$ cat config.mk
export PLATFORM = sky130hd
export DESIGN_NAME = mrf_mode_regs
export DESIGN_NICKNAME = d
export VERILOG_FILES = /design/src/design/mrf_pkg.sv /design/src/design/mrf_cmd_if.sv /design/src/design/mrf_mode_regs.sv /design/src/design/mrf_read_burst.sv /design/src/design/mrf_selftest.sv
export SDC_FILE = /design/constraint.sdc
export NUM_CORES = 1
export LEC_CHECK = 0
export ABC_AREA = 0
export ABC_CLOCK_PERIOD_IN_PS = 4900
export BUFFER_PORTS_ARGS = -buffer_cell sky130_fd_sc_hd__buf_2
export CORE_MARGIN = 10
export CORE_UTILIZATION = 55
export DETAILED_ROUTE_END_ITERATION = 8
export PLACE_DENSITY = 0.83
export SLEW_MARGIN = 20
export SYNTH_ARGS = -nofsm -noshare
export SYNTH_HDL_FRONTEND = slang
export SYNTH_SLANG_ARGS = --single-unit
$ cat constraint.sdc
create_clock -name ref_clk -period 4.9 [get_ports ref_clk]
set_input_delay 0.245 -clock ref_clk [delete_from_list [all_inputs] [get_ports ref_clk]]
set_output_delay 0.245 -clock ref_clk [all_outputs]
set_load 0.01 [all_outputs]
$ cat src/design/mrf_pkg.sv
// Package: constants and types of the mode register file
package mrf_pkg;
  // ==========================================================
  // Register addresses
  localparam logic [7:0] MRF_ADDR_DEVICE_INFO = 8'h00;
  localparam logic [7:0] MRF_ADDR_BURST_CFG   = 8'h01;
  localparam logic [7:0] MRF_ADDR_LATENCY_CFG = 8'h02;
  localparam logic [7:0] MRF_ADDR_IO_DRIVE    = 8'h03;
  localparam logic [7:0] MRF_ADDR_REFRESH     = 8'h04;
  localparam logic [7:0] MRF_ADDR_VENDOR      = 8'h05;
  localparam logic [7:0] MRF_ADDR_REV_ONE     = 8'h06;
  localparam logic [7:0] MRF_ADDR_REV_TWO     = 8'h07;
  localparam logic [7:0] MRF_ADDR_GEOMETRY    = 8'h08;
  localparam logic [7:0] MRF_ADDR_TEST_MODE   = 8'h09;
  localparam logic [7:0] MRF_ADDR_IMP_CAL     = 8'h0a;
  localparam logic [7:0] MRF_ADDR_SR_BANK     = 8'h10;
  localparam logic [7:0] MRF_ADDR_SR_SEGMENT  = 8'h11;
  localparam logic [7:0] MRF_ADDR_DQ_PAT_A    = 8'h20;
  localparam logic [7:0] MRF_ADDR_DQ_PAT_B    = 8'h28;
  localparam logic [7:0] MRF_ADDR_SOFT_RESET  = 8'h3f;
  // ==========================================================
  // Device info field positions
  localparam int MRF_BIT_AUTO_INIT   = 0;
  localparam int MRF_BIT_DEV_KIND    = 1;
  localparam int MRF_BIT_DATA_INV    = 2;
  localparam int MRF_LSB_SELFTEST    = 3;
  // ==========================================================
  // Reset and fixed values
  localparam logic [7:0] MRF_RST_CFG       = 8'h00;
  localparam logic       MRF_DEV_KIND_SDRAM = 1'b0;
  localparam logic [1:0] MRF_ST_NOT_RUN    = 2'b00;
  localparam logic [1:0] MRF_ST_TO_RAIL    = 2'b01;
  localparam logic [1:0] MRF_ST_TO_GND     = 2'b10;
  localparam logic [1:0] MRF_ST_OK         = 2'b11;
  localparam logic [7:0] MRF_VENDOR_ID     = 8'h5a; // Arbitrary value
  localparam logic [7:0] MRF_REV_ONE_VAL   = 8'h01; // Arbitrary value
  localparam logic [7:0] MRF_REV_TWO_VAL   = 8'h00; // Arbitrary value
  localparam logic [7:0] MRF_GEOMETRY_VAL  = 8'h00;
  localparam logic [7:0] MRF_REFRESH_VAL   = 8'h03;
  localparam logic [7:0] MRF_DQ_PAT_A_VAL  = 8'h00;
  localparam logic [7:0] MRF_DQ_PAT_B_VAL  = 8'h00;
  localparam logic [7:0] MRF_UNDEF_DATA    = 8'h00;
  // ==========================================================
  // Timing
  localparam int MRF_CLK_PERIOD_PS   = 25000;
  localparam int MRF_AUTO_INIT_MAX_US = 10;
  localparam int MRF_AUTO_INIT_CYC   =
    (MRF_AUTO_INIT_MAX_US * 1000000) / MRF_CLK_PERIOD_PS;
  localparam int MRF_CAL_TIME_US     = 1;
  localparam int MRF_CAL_CYC         =
    (MRF_CAL_TIME_US * 1000000 + MRF_CLK_PERIOD_PS - 1) / MRF_CLK_PERIOD_PS;
  localparam int MRF_RL_DEFAULT      = 3;
  localparam int MRF_BURST_BEATS     = 4;
  // Calibration operand codes
  localparam logic [7:0] MRF_CAL_INIT      = 8'hff;
  localparam logic [7:0] MRF_CAL_LONG      = 8'hab;
  localparam logic [7:0] MRF_CAL_SHORT     = 8'h56;
  localparam logic [7:0] MRF_CAL_RESET     = 8'hc3;
  typedef enum logic [1:0] {MRF_CMD_NONE, MRF_CMD_READ, MRF_CMD_WRITE}
    mrf_cmd_t;
endpackage : mrf_pkg

$ cat src/design/mrf_cmd_if.sv
// Interface: decoded mode register requests between modules
`timescale 1ns/1ps
interface mrf_cmd_if;
  logic       rdReq;
  logic [7:0] addr;
  logic [7:0] rdData;
  logic       burstBusy;
  modport core  (output rdReq, output addr, output rdData,
                 input burstBusy);
  modport burst (input rdReq, input addr, input rdData,
                 output burstBusy);
endinterface : mrf_cmd_if

$ cat src/design/mrf_mode_regs.sv
// Top: mode register file reached by read and write commands
// ==========================================================
`timescale 1ns/1ps
module mrf_mode_regs
  import mrf_pkg::*;
(
  input  wire logic       ref_clk,
  input  wire logic       sys_rst,
  input  wire logic       cmdValid,
  input  wire logic       cmdIsWrite,
  input  wire logic [7:0] modeRegAddress,
  input  wire logic [7:0] operandBits,
  input  wire logic       calPinToRail,
  input  wire logic       calPinToGnd,
  output logic            dqsToggle,
  output logic            dqsOe,
  output logic [7:0]      dqLow,
  output logic            autoInitStatus,
  output logic            useFactoryTrim,
  output logic            calBusy,
  output logic            dqCalActive,
  output logic [7:0]      burstCfg,
  output logic [7:0]      latencyCfg,
  output logic [7:0]      ioDriveCfg,
  output logic [7:0]      srBankMask,
  output logic [7:0]      srSegmentMask
);
  // ==========================================================
  // Command sampling
  logic       cmdValid_r;
  logic       cmdIsWrite_r;
  logic [7:0] addr_r;
  logic [7:0] operand_r;
  always_ff @(posedge ref_clk) begin
    if (sys_rst) begin
      cmdValid_r   <= 1'b0;
      cmdIsWrite_r <= 1'b0;
      addr_r       <= 8'h00;
      operand_r    <= 8'h00;
    end else begin
      cmdValid_r   <= cmdValid;
      cmdIsWrite_r <= cmdIsWrite;
      addr_r       <= modeRegAddress;
      operand_r    <= operandBits;
    end
  end
  mrf_cmd_t cmdKind;
  always_comb begin
    if (!cmdValid_r)
      cmdKind = MRF_CMD_NONE;
    else if (cmdIsWrite_r)
      cmdKind = MRF_CMD_WRITE;
    else
      cmdKind = MRF_CMD_READ;
  end
  logic wrEn;
  assign wrEn = (cmdKind == MRF_CMD_WRITE);
  // ==========================================================
  // Writable configuration registers
  logic [7:0] testMode_r;
  logic       softReset_r;
  always_ff @(posedge ref_clk) begin
    if (sys_rst || softReset_r) begin
      burstCfg      <= MRF_RST_CFG;
      latencyCfg    <= MRF_RST_CFG;
      ioDriveCfg    <= MRF_RST_CFG;
      testMode_r    <= MRF_RST_CFG;
      srBankMask    <= MRF_RST_CFG;
      srSegmentMask <= MRF_RST_CFG;
    end else if (wrEn) begin
      // Read-only and reserved addresses fall through untouched
      case (addr_r)
        MRF_ADDR_BURST_CFG:   burstCfg      <= operand_r;
        MRF_ADDR_LATENCY_CFG: latencyCfg    <= operand_r;
        MRF_ADDR_IO_DRIVE:    ioDriveCfg    <= operand_r;
        MRF_ADDR_TEST_MODE:   testMode_r    <= operand_r;
        MRF_ADDR_SR_BANK:     srBankMask    <= operand_r;
        MRF_ADDR_SR_SEGMENT:  srSegmentMask <= operand_r;
        default: ;
      endcase
    end
  end
  // ==========================================================
  // Special operations
  logic calStart;
  logic calInit;
  always_ff @(posedge ref_clk) begin
    if (sys_rst)
      softReset_r <= 1'b0;
    else
      softReset_r <= wrEn && addr_r == MRF_ADDR_SOFT_RESET;
  end
  assign calStart = wrEn && addr_r == MRF_ADDR_IMP_CAL;
  assign calInit  = (operand_r == MRF_CAL_INIT);
  // DQ calibration: read of a pattern register drives the pattern
  always_ff @(posedge ref_clk) begin
    if (sys_rst)
      dqCalActive <= 1'b0;
    else
      dqCalActive <= (cmdKind == MRF_CMD_READ) &&
                     (addr_r == MRF_ADDR_DQ_PAT_A ||
                      addr_r == MRF_ADDR_DQ_PAT_B);
  end
  // ==========================================================
  // Auto-initialization timer
  // Runs the full maximum time; early finish would need analog status
  logic [8:0] initCnt_r;
  always_ff @(posedge ref_clk) begin
    if (sys_rst || softReset_r) begin
      autoInitStatus <= 1'b1;
      initCnt_r      <= 9'(MRF_AUTO_INIT_CYC - 1);
    end else if (initCnt_r != 9'h000) begin
      initCnt_r <= initCnt_r - 9'h001;
    end else begin
      autoInitStatus <= 1'b0;
    end
  end
  // ==========================================================
  // Impedance self-test
  logic [1:0] selftestResult;
  mrf_selftest u_selftest (
    .ref_clk        (ref_clk),
    .sys_rst        (sys_rst),
    .calStart       (calStart),
    .calInit        (calInit),
    .pinToRail      (calPinToRail),
    .pinToGnd       (calPinToGnd),
    .selftestResult (selftestResult),
    .calBusy        (calBusy),
    .useFactoryTrim (useFactoryTrim)
  );
  // ==========================================================
  // Read data mux
  logic [7:0] deviceInfo;
  always_comb begin
    deviceInfo = 8'h00;
    deviceInfo[MRF_BIT_AUTO_INIT] = autoInitStatus;
    deviceInfo[MRF_BIT_DEV_KIND]  = MRF_DEV_KIND_SDRAM;
    deviceInfo[MRF_BIT_DATA_INV]  = 1'b0;
    deviceInfo[MRF_LSB_SELFTEST +: 2] = selftestResult;
  end
  mrf_cmd_if cmdBus ();
  always_comb begin
    case (addr_r)
      MRF_ADDR_DEVICE_INFO: cmdBus.rdData = deviceInfo;
      MRF_ADDR_REFRESH:     cmdBus.rdData = MRF_REFRESH_VAL;
      MRF_ADDR_VENDOR:      cmdBus.rdData = MRF_VENDOR_ID;
      MRF_ADDR_REV_ONE:     cmdBus.rdData = MRF_REV_ONE_VAL;
      MRF_ADDR_REV_TWO:     cmdBus.rdData = MRF_REV_TWO_VAL;
      MRF_ADDR_GEOMETRY:    cmdBus.rdData = MRF_GEOMETRY_VAL;
      MRF_ADDR_DQ_PAT_A:    cmdBus.rdData = MRF_DQ_PAT_A_VAL;
      MRF_ADDR_DQ_PAT_B:    cmdBus.rdData = MRF_DQ_PAT_B_VAL;
      default:              cmdBus.rdData = MRF_UNDEF_DATA;
    endcase
  end
  // Reads arriving during a burst are dropped, not queued
  assign cmdBus.rdReq = (cmdKind == MRF_CMD_READ);
  assign cmdBus.addr  = addr_r;
  logic [3:0] readLatency;
  assign readLatency = (latencyCfg[3:0] == 4'h0) ?
                       4'(MRF_RL_DEFAULT) : latencyCfg[3:0];
  mrf_read_burst u_burst (
    .ref_clk     (ref_clk),
    .sys_rst     (sys_rst),
    .readLatency (readLatency),
    .cmd         (cmdBus.burst),
    .dqsToggle   (dqsToggle),
    .dqsOe       (dqsOe),
    .dqLow       (dqLow)
  );
endmodule : mrf_mode_regs

$ cat src/design/mrf_read_burst.sv
// Read burst generator: latency, strobe and data byte
`timescale 1ns/1ps
module mrf_read_burst
  import mrf_pkg::*;
(
  input  wire logic       ref_clk,
  input  wire logic       sys_rst,
  input  wire logic [3:0] readLatency,
  mrf_cmd_if.burst        cmd,
  output logic            dqsToggle,
  output logic            dqsOe,
  output logic [7:0]      dqLow
);
  // ==========================================================
  // Latency and beat counting
  logic [3:0] latCnt_r;
  logic [2:0] beatCnt_r;
  logic       waiting_r;
  logic [7:0] hold_r;
  always_ff @(posedge ref_clk) begin
    if (sys_rst) begin
      latCnt_r  <= 4'h0;
      beatCnt_r <= 3'h0;
      waiting_r <= 1'b0;
      hold_r    <= 8'h00;
    end else if (cmd.rdReq && !cmd.burstBusy) begin
      latCnt_r  <= readLatency;
      waiting_r <= 1'b1;
      hold_r    <= cmd.rdData;
    end else if (waiting_r) begin
      if (latCnt_r <= 4'h1) begin
        waiting_r <= 1'b0;
        beatCnt_r <= 3'(MRF_BURST_BEATS);
      end else begin
        latCnt_r <= latCnt_r - 4'h1;
      end
    end else if (beatCnt_r != 3'h0) begin
      beatCnt_r <= beatCnt_r - 3'h1;
    end
  end
  assign cmd.burstBusy = waiting_r || (beatCnt_r != 3'h0);
  // ==========================================================
  // Strobe and data drive
  always_ff @(posedge ref_clk) begin
    if (sys_rst) begin
      dqsToggle <= 1'b0;
      dqsOe     <= 1'b0;
      dqLow     <= 8'h00;
    end else begin
      dqsOe     <= (beatCnt_r != 3'h0);
      dqsToggle <= (beatCnt_r != 3'h0) ? ~dqsToggle : 1'b0;
      dqLow     <= (beatCnt_r != 3'h0) ? hold_r : 8'h00;
    end
  end
endmodule : mrf_read_burst

$ cat src/design/mrf_selftest.sv
// Impedance pin self-test and calibration lockout
`timescale 1ns/1ps
module mrf_selftest
  import mrf_pkg::*;
(
  input  wire logic       ref_clk,
  input  wire logic       sys_rst,
  input  wire logic       calStart,
  input  wire logic       calInit,
  input  wire logic       pinToRail,
  input  wire logic       pinToGnd,
  output logic [1:0]      selftestResult,
  output logic            calBusy,
  output logic            useFactoryTrim
);
  // ==========================================================
  // Pin synchronisers
  logic [1:0] railSync_r;
  logic [1:0] gndSync_r;
  always_ff @(posedge ref_clk) begin
    railSync_r <= {railSync_r[0], pinToRail};
    gndSync_r  <= {gndSync_r[0], pinToGnd};
  end
  // ==========================================================
  // Calibration timer
  logic [7:0] calCnt_r;
  logic       initRun_r;
  always_ff @(posedge ref_clk) begin
    if (sys_rst) begin
      calCnt_r  <= 8'h00;
      initRun_r <= 1'b0;
    end else if (calStart && !useFactoryTrim && calCnt_r == 8'h00) begin
      calCnt_r  <= 8'(MRF_CAL_CYC);
      initRun_r <= calInit;
    end else if (calCnt_r != 8'h00) begin
      calCnt_r <= calCnt_r - 8'h01;
    end
  end
  assign calBusy = (calCnt_r != 8'h00);
  // ==========================================================
  // Result update on end of initial calibration
  always_ff @(posedge ref_clk) begin
    if (sys_rst) begin
      selftestResult <= MRF_ST_NOT_RUN;
    end else if (initRun_r && calCnt_r == 8'h01) begin
      if (railSync_r[1])
        selftestResult <= MRF_ST_TO_RAIL;
      else if (gndSync_r[1])
        selftestResult <= MRF_ST_TO_GND;
      else
        selftestResult <= MRF_ST_OK;
    end
  end
  // Assembly fault pins drive to factory trim
  assign useFactoryTrim = (selftestResult == MRF_ST_TO_RAIL) ||
                          (selftestResult == MRF_ST_TO_GND);
endmodule : mrf_selftest

==> results of run 1 <==
## cells in the mapped netlist, types with 4 or more instances
cell type,count,area share
a31oi_1,6,0.0092
nor2b_1,19,0.029
nor2_1,60,0.055
clkbuf_1,14,0.013
nand3_1,6,0.0074
nor4_1,6,0.0092
inv_1,14,0.013
a21oi_1,19,0.023
or4_1,5,0.0092
nand4_1,4,0.0061
o21ai_0,4,0.0049
mux2i_1,42,0.10
ha_1,8,0.025
nand2b_1,5,0.0077
nor3_1,14,0.017
or3_1,10,0.015
and3_1,4,0.0061
nand2_1,21,0.019
dfxtp_1,105,0.52
and2_1,8,0.012
xnor2_1,6,0.013
## metal layers
metal	vias up	share of wire
met5	-	0
met3	28	0.060
met1	1479	0.42
li1	1571	-
met2	79	0.49
met4	0	0.031
## layout make-up
| class | count | area, µm² | area share |
|---|---|---|---|
| Clock inverter | 7 | 86.33 | 0.01839 |
| Inverter | 16 | 60.06 | 0.01279 |
| Clock buffer | 9 | 123.9 | 0.02639 |
| Timing Repair Buffer | 75 | 387.9 | 0.08262 |
| Multi-Input combinational cell | 280 | 1810 | 0.3857 |
| Sequential cell | 105 | 2102 | 0.4478 |
| Tap cell | 99 | 123.9 | 0.02639 |
## registers in the layout, indices dropped and copies added (netlist names), 4 cells and up
name	count
initCnt_r	9
addr_r	8
srBankMask	8
ioDriveCfg	8
burstCfg	8
operand_r	8
srSegmentMask	8
u_burst.latCnt_r	4
u_selftest.calCnt_r	8
latencyCfg	8
u_burst.hold_r	5
u_burst.dqLow	5
## worst reg2reg max path, stage by stage (launching register included)
cell,delay [ns]
dfxtp_1,0.34
inv_1,0.08
ha_1,0.19
nor3b_1,0.43
nand3b_1,0.43
or4_1,0.63
a21oi_1,0.15
## worst max path at each step
| stage | slack [ns] | end |
|---|---|---|
| 4_1_cts | 2.61 | u_burst.hold_r[3] |
| 3_3_place_gp | 2.88 | u_burst.hold_r[3] |
| 2_1_floorplan | 2.95 | srBankMask[0] |
| 5_1_grt | 2.38 | u_burst.hold_r[4] |
| 3_5_place_dp | 2.64 | u_burst.hold_r[3] |
| 6_report | 2.59 | u_burst.hold_r[4] |
## logic make-up after synthesis
group                      after synthesis  synth area share
buffers and inverters                   38           0.04205
DFF                                    105            0.5157
AOI/OAI and AO/OA                       45           0.06907
and+or+nand+nor                        173            0.2247
adders and majority gates                8           0.02456
muxes                                   43            0.1059
other                                    1         0.0009199
xor gates and xnor gates                 8           0.01719
## per-stage QoR
| step | hold WS [ns] | instance area, µm² |
|---|---|---|
| 3_3_place_gp | 0.3119 | 4464 |
| 6_report | 0.06905 | 4695 |
| 5_1_grt | 0.06834 | 4695 |
| 3_5_place_dp | 0.3147 | 4464 |
| 2_1_floorplan | 0.2727 | 4084 |
| 4_1_cts | 0.06376 | 4695 |
## power by group through the flow
stage,sequential [mW],combinational [mW],clock [mW]
after floorplan,0.980,0.266,0
after global routing,0.986,0.386,0.602
after detailed placement,0.993,0.334,0
after CTS,0.974,0.336,0.567
after global placement,0.990,0.311,0
final,0.973,0.334,0.558
==> flow_summary.json, run 1 <==
{
  "drc_errors": 0,
  "clock_insertion_delay_worst_skew_ns": 0.38,
  "grt_antenna_before_repair": 0,
  "grt_first_pass_wirelength_mm": 14.76,
  "unrepaired_setup_endpoints_after_global_routing": "false",
  "ys_ff_latch": 105,
  "critical-path-max-stage-delay_ns": 0.62,
  "critPathBufInv": 1,
  "synthFlopType": "dfxtp_1",
  "cts_tree": "yes",
  "fp.dieW_um": 106.1,
  "critical_path.endpoint_type": "flip-flop",
  "overall_routed_net_length_mm": 8.797,
  "critical_path.cell_chain": "inv_1 -> ha_1 -> nor3b_1 -> nand3b_1 -> or4_1 -> a21oi_1",
  "static-leakage-power_nw": 2.141,
  "synthCells": 421,
  "drt_first_iter_violations": 152,
  "syn_area_per_cell_um2": 9.683,
  "final.period_utilization": 0.4705,
  "post-cts-setup-buffer-count": 0,
  "timing.hold.worst_endpoint": "operand_r[3]",
  "seq_power_share": 0.522,
  "fp.dieH_um": 106.1,
  "clockPowerShare": 0.299,
  "timing.final.hold_violations": 0,
  "antenna_cells_inserted": 0,
  "total_switching_power_mw": 0.5574,
  "worstReg2RegEnd": "u_burst.hold_r[4]",
  "final-setup-viol-count": 0,
  "synth_edf_count": 0,
  "cpMaxStageDelayCell": "or4_1",
  "hp-start": "operandBits[3]",
  "cell_internal_pwr_mw": 1.307,
  "synth.lib_cells_used.distinct": 49,
  "place_hpwl_mm": 6.422,
  "post-route-worst-setup-slack_ns": 2.595,
  "timing.final.max_slew_violations": 0,
  "synth_async_sr_flop_share": 0,
  "cts_buffers": 9,
  "reg2reg_depth": 6,
  "netSwitchingFraction": 0.2990,
  "grt_util_met3": 0.05254,
  "worst_ep_required_time_ns": 5.21,
  "detail_route.first_pass.iterations": 4,
  "grt_use_met2": 0.2628,
  "placed_cells": 573,
  "worstSetupStartpointType": "flip-flop",
  "grt_pass1_vias": 3108,
  "synth_warnings": 0,
  "r2r_slack_ns": 2.59,
  "startpoint": "u_burst.beatCnt_r[0]",
  "cts_resized": 0,
  "cell_type_group_with_the_largest_total_delay_on_the_critical_path": "simple AND/OR/NAND/NOR gates",
  "worst_clock_skew_ns": 0.01053,
  "layout.core_utilization": 0.6507,
  "layout.cells.non_filler": 591,
  "worst-slew-pin-transition_ns": 0.7833,
  "ys_seq_area_frac": 0.5157,
  "finalWeightedCongestion": 0.8181,
  "power.ir.vdd_worst_uv": 257.6,
  "cts.root.buffer_cell": "clkbuf_8",
  "routed-via-count": 3157,
  "clk_transition_reported_paths_ns": 0.10,
  "status": "finished clean",
  "critical_path.reg2reg.startpoint": "u_burst.beatCnt_r[0]",
  "h_tree_depth": 3,
  "cp_num_cells": 6,
  "clk_path_buf_depth": 2,
  "combinational_group_share_of_total_power": 0.179,
  "max_clock_freq_mhz": 433.8,
  "worst-setup-path-type": "reg -> reg",
  "drt-vias-per-instance": 5.342,
  "cts.hold.buffers_added": 2,
  "maximum_capacitance_violations": 0,
  "min-delay-path-class": "in -> reg",
  "nets": 517,
  "power.total_mw": 1.865,
  "num_ports": 76,
  "mostFrequentLayoutCells": "105 x dfxtp_1, 72 x buf_2, 60 x nor2_1",
  "nFillCells": 578,
  "pwr_density_cell_nw_per_um2": 397.2,
  "data_arrival_at_the_endpoint_of_the_critical_path_ns": 2.61,
  "tns_ns": 0,
  "port_buffers": 72,
  "critPathMaxFanout": 13,
  "globalRouteMet1Util": 0.1771,
  "cell_area_after_technology_mapping_um2": 4076,
  "final_antenna_net_count": 0,
  "standard_cell_row_count": 31,
  "period_minus_slack_ns": 2.305,
  "grt_start_max_net_pins": 49,
  "layout-drive-gt1-share": 0.1972,
  "dpl_ws_ns": 2.637,
  "starting_density_of_the_core": 0.5650,
  "worst_hold_stages": 2,
  "maxSlewHeadroom": 0.4778,
  "die-area_um2": 11260,
  "clkSinkCount": 105,
  "detail_route.wl_per_cell_um": 14.88,
  "core-area_um2": 7214,
  "layout.cells.most_common": "dfxtp_1",
  "grt.total_usage": 0.1583,
  "gr-total-overflow": 0,
  "area_growth_pct": 15.16,
  "globalRoute.busiestLayer": "met2"
}
Note: power is estimated with default switching activity, not from simulation.
==> run 2, diff against run 1 <==
- ABC_CLOCK_PERIOD_IN_PS: 4900 -> 1900
- CORE_UTILIZATION: 55 -> 49
- PLACE_DENSITY: 0.83 -> 0.79
- clock period: 4.9 -> 1.9 ns (I/O delays scaled with it)
==> flow_summary.json, run 2 (synthesis gave the netlist of run 1 again) <==
{
  "cts_buffers": 9,
  "cpMaxStageDelayCell": "or4b_4",
  "standard_cell_row_count": 33,
  "critPathMaxFanout": 8,
  "post-route-worst-setup-slack_ns": 0.02091,
  "clockPowerShare": 0.283,
  "layout-drive-gt1-share": 0.2199,
  "final.period_utilization": 0.9890,
  "port_buffers": 72,
  "grt_pass1_vias": 3336,
  "clkSinkCount": 105,
  "finalWeightedCongestion": 0.8378,
  "starting_density_of_the_core": 0.4986,
  "worstSetupStartpointType": "flip-flop",
  "worst-slew-pin-transition_ns": 0.5873,
  "antenna_cells_inserted": 0,
  "mostFrequentLayoutCells": "103 x dfxtp_1, 72 x buf_2, 60 x nor2_1",
  "final_antenna_net_count": 0,
  "cts_tree": "yes",
  "routed-via-count": 3324,
  "clk_transition_reported_paths_ns": 0.12,
  "status": "finished clean",
  "placed_cells": 592,
  "critical_path.cell_chain": "or4_4 -> or4b_4 -> mux2i_1 -> nor2_1",
  "seq_power_share": 0.513,
  "cell_internal_pwr_mw": 3.377,
  "drc_errors": 0,
  "grt_first_pass_wirelength_mm": 15.93,
  "fp.dieW_um": 111.2,
  "maximum_capacitance_violations": 0,
  "max_flop_register": "initCnt_r",
  "place_hpwl_mm": 6.836,
  "drt-vias-per-instance": 5.293,
  "unrepaired_setup_endpoints_after_global_routing": "true",
  "gr-total-overflow": 0,
  "cts.root.buffer_cell": "clkbuf_8",
  "maxSlewHeadroom": 0.5984,
  "static-leakage-power_nw": 2.292,
  "power.ir.vdd_worst_uv": 511.8,
  "detail_route.first_pass.iterations": 5,
  "fp.dieH_um": 111.2,
  "grt_antenna_before_repair": 0,
  "grt_start_max_net_pins": 41,
  "overall_routed_net_length_mm": 9.527,
  "area_growth_pct": 22.93,
  "nets": 548,
  "postPlaceCellArea_um2": 4594,
  "die-area_um2": 12370,
  "worst_ep_required_time_ns": 2.18,
  "combinational_group_share_of_total_power": 0.204,
  "total_switching_power_mw": 1.537,
  "dpl_ws_ns": 0.008309,
  "max_clock_freq_mhz": 532.2,
  "num_ports": 76,
  "critical_path.endpoint_type": "flip-flop",
  "post-route-cell-area_um2": 5011,
  "min-delay-path-class": "in -> reg",
  "worst_clock_skew_ns": 0.01435,
  "power.total_mw": 4.914,
  "clock_insertion_delay_worst_skew_ns": 0.38,
  "h_tree_depth": 3,
  "worst-setup-path-type": "reg -> reg",
  "clk_path_buf_depth": 2,
  "pwr_density_cell_nw_per_um2": 980.7,
  "detail_route.wl_per_cell_um": 15.17,
  "netSwitchingFraction": 0.3128,
  "layout.cells.most_common": "dfxtp_1",
  "layout.cells.non_filler": 628,
  "core-area_um2": 8175,
  "drt_first_iter_violations": 162,
  "final-setup-viol-count": 0,
  "data_arrival_at_the_endpoint_of_the_critical_path_ns": 2.16,
  "critical-path-max-stage-delay_ns": 0.64,
  "period_minus_slack_ns": 1.879,
  "grt.total_usage": 0.1509,
  "timing.final.hold_violations": 0,
  "largest_register_ff_count": 9,
  "timing.final.max_slew_violations": 0
}
[run 2: layer usage]
| layer | vias up | track usage | wire [µm] |
|---|---|---|---|
| li1 | 1637 | - | - |
| met4 | 0 | 0.06084 | 194 |
| met5 | - | 0 | 0 |
| met3 | 22 | 0.04329 | 552 |
| met1 | 1564 | 0.1710 | 3985 |
| met2 | 101 | 0.2591 | 4795 |
[run 2: worst max-delay path, delay by kind of cell (launching register included)]
family / cells / cell delay, ns
simple gates: 3 / 1.26
flops: 1 / 0.33
mux: 1 / 0.20
[run 2: final timing paths]
| check | from | endpoint | slack, ns | depth (start not counted) |
|---|---|---|---|---|
| worst max-delay path | addr_r[6] | srBankMask[3] | 0.02 | 4 |
| worst min-delay path | sys_rst | operand_r[4] | 0.07 | 2 |
| worst max register to register | addr_r[6] | srBankMask[3] | 0.02 | 4 |
| worst min register to register | u_selftest.railSync_r[0] | u_selftest.railSync_r[1] | 0.34 | 0 |
[run 2: power by group through the flow]
stage,Clock [mW],Sequential [mW],Combinational (mW)
after floorplan,0,2.53,0.686
after global placement,0,2.55,0.911
after detailed placement,0,2.56,0.941
after CTS,1.42,2.51,0.981
after global routing,1.49,2.55,1.14
final,1.39,2.52,1.00
[run 2: cell type report]
class	count	area, µm²
clock buffers	9	123.9
clock inverters	7	73.82
fillers	666	3164
inverters	16	60.06
multi-input cells	280	1823
flip-flops and latches	105	2105
well taps	105	131.4
repair buffers	106	694.4
[run 2: stage by stage]
step                      hold slack [ns]  utilization  setup TNS, ns
after floorplan                    0.1227            -        -0.1230
after global placement             0.1987       0.5620              0
after detailed placement           0.2018       0.5620              0
after CTS                         0.08094       0.6113              0
after global routing              0.09637       0.6129        -0.2208
final                             0.07474       0.6129              0
[run 2: timing repair]
| action | in CTS | in global routing |
|---|---|---|
| hold buffers | 20 | 0 |
| endpoints found under the setup margin | 1 | 25 |
| pin swaps | 0 | 2 |
| hold endpoints to repair | 20 | 0 |
| resized for setup | 1 | 6 |
| setup buffers | 0 | 0 |
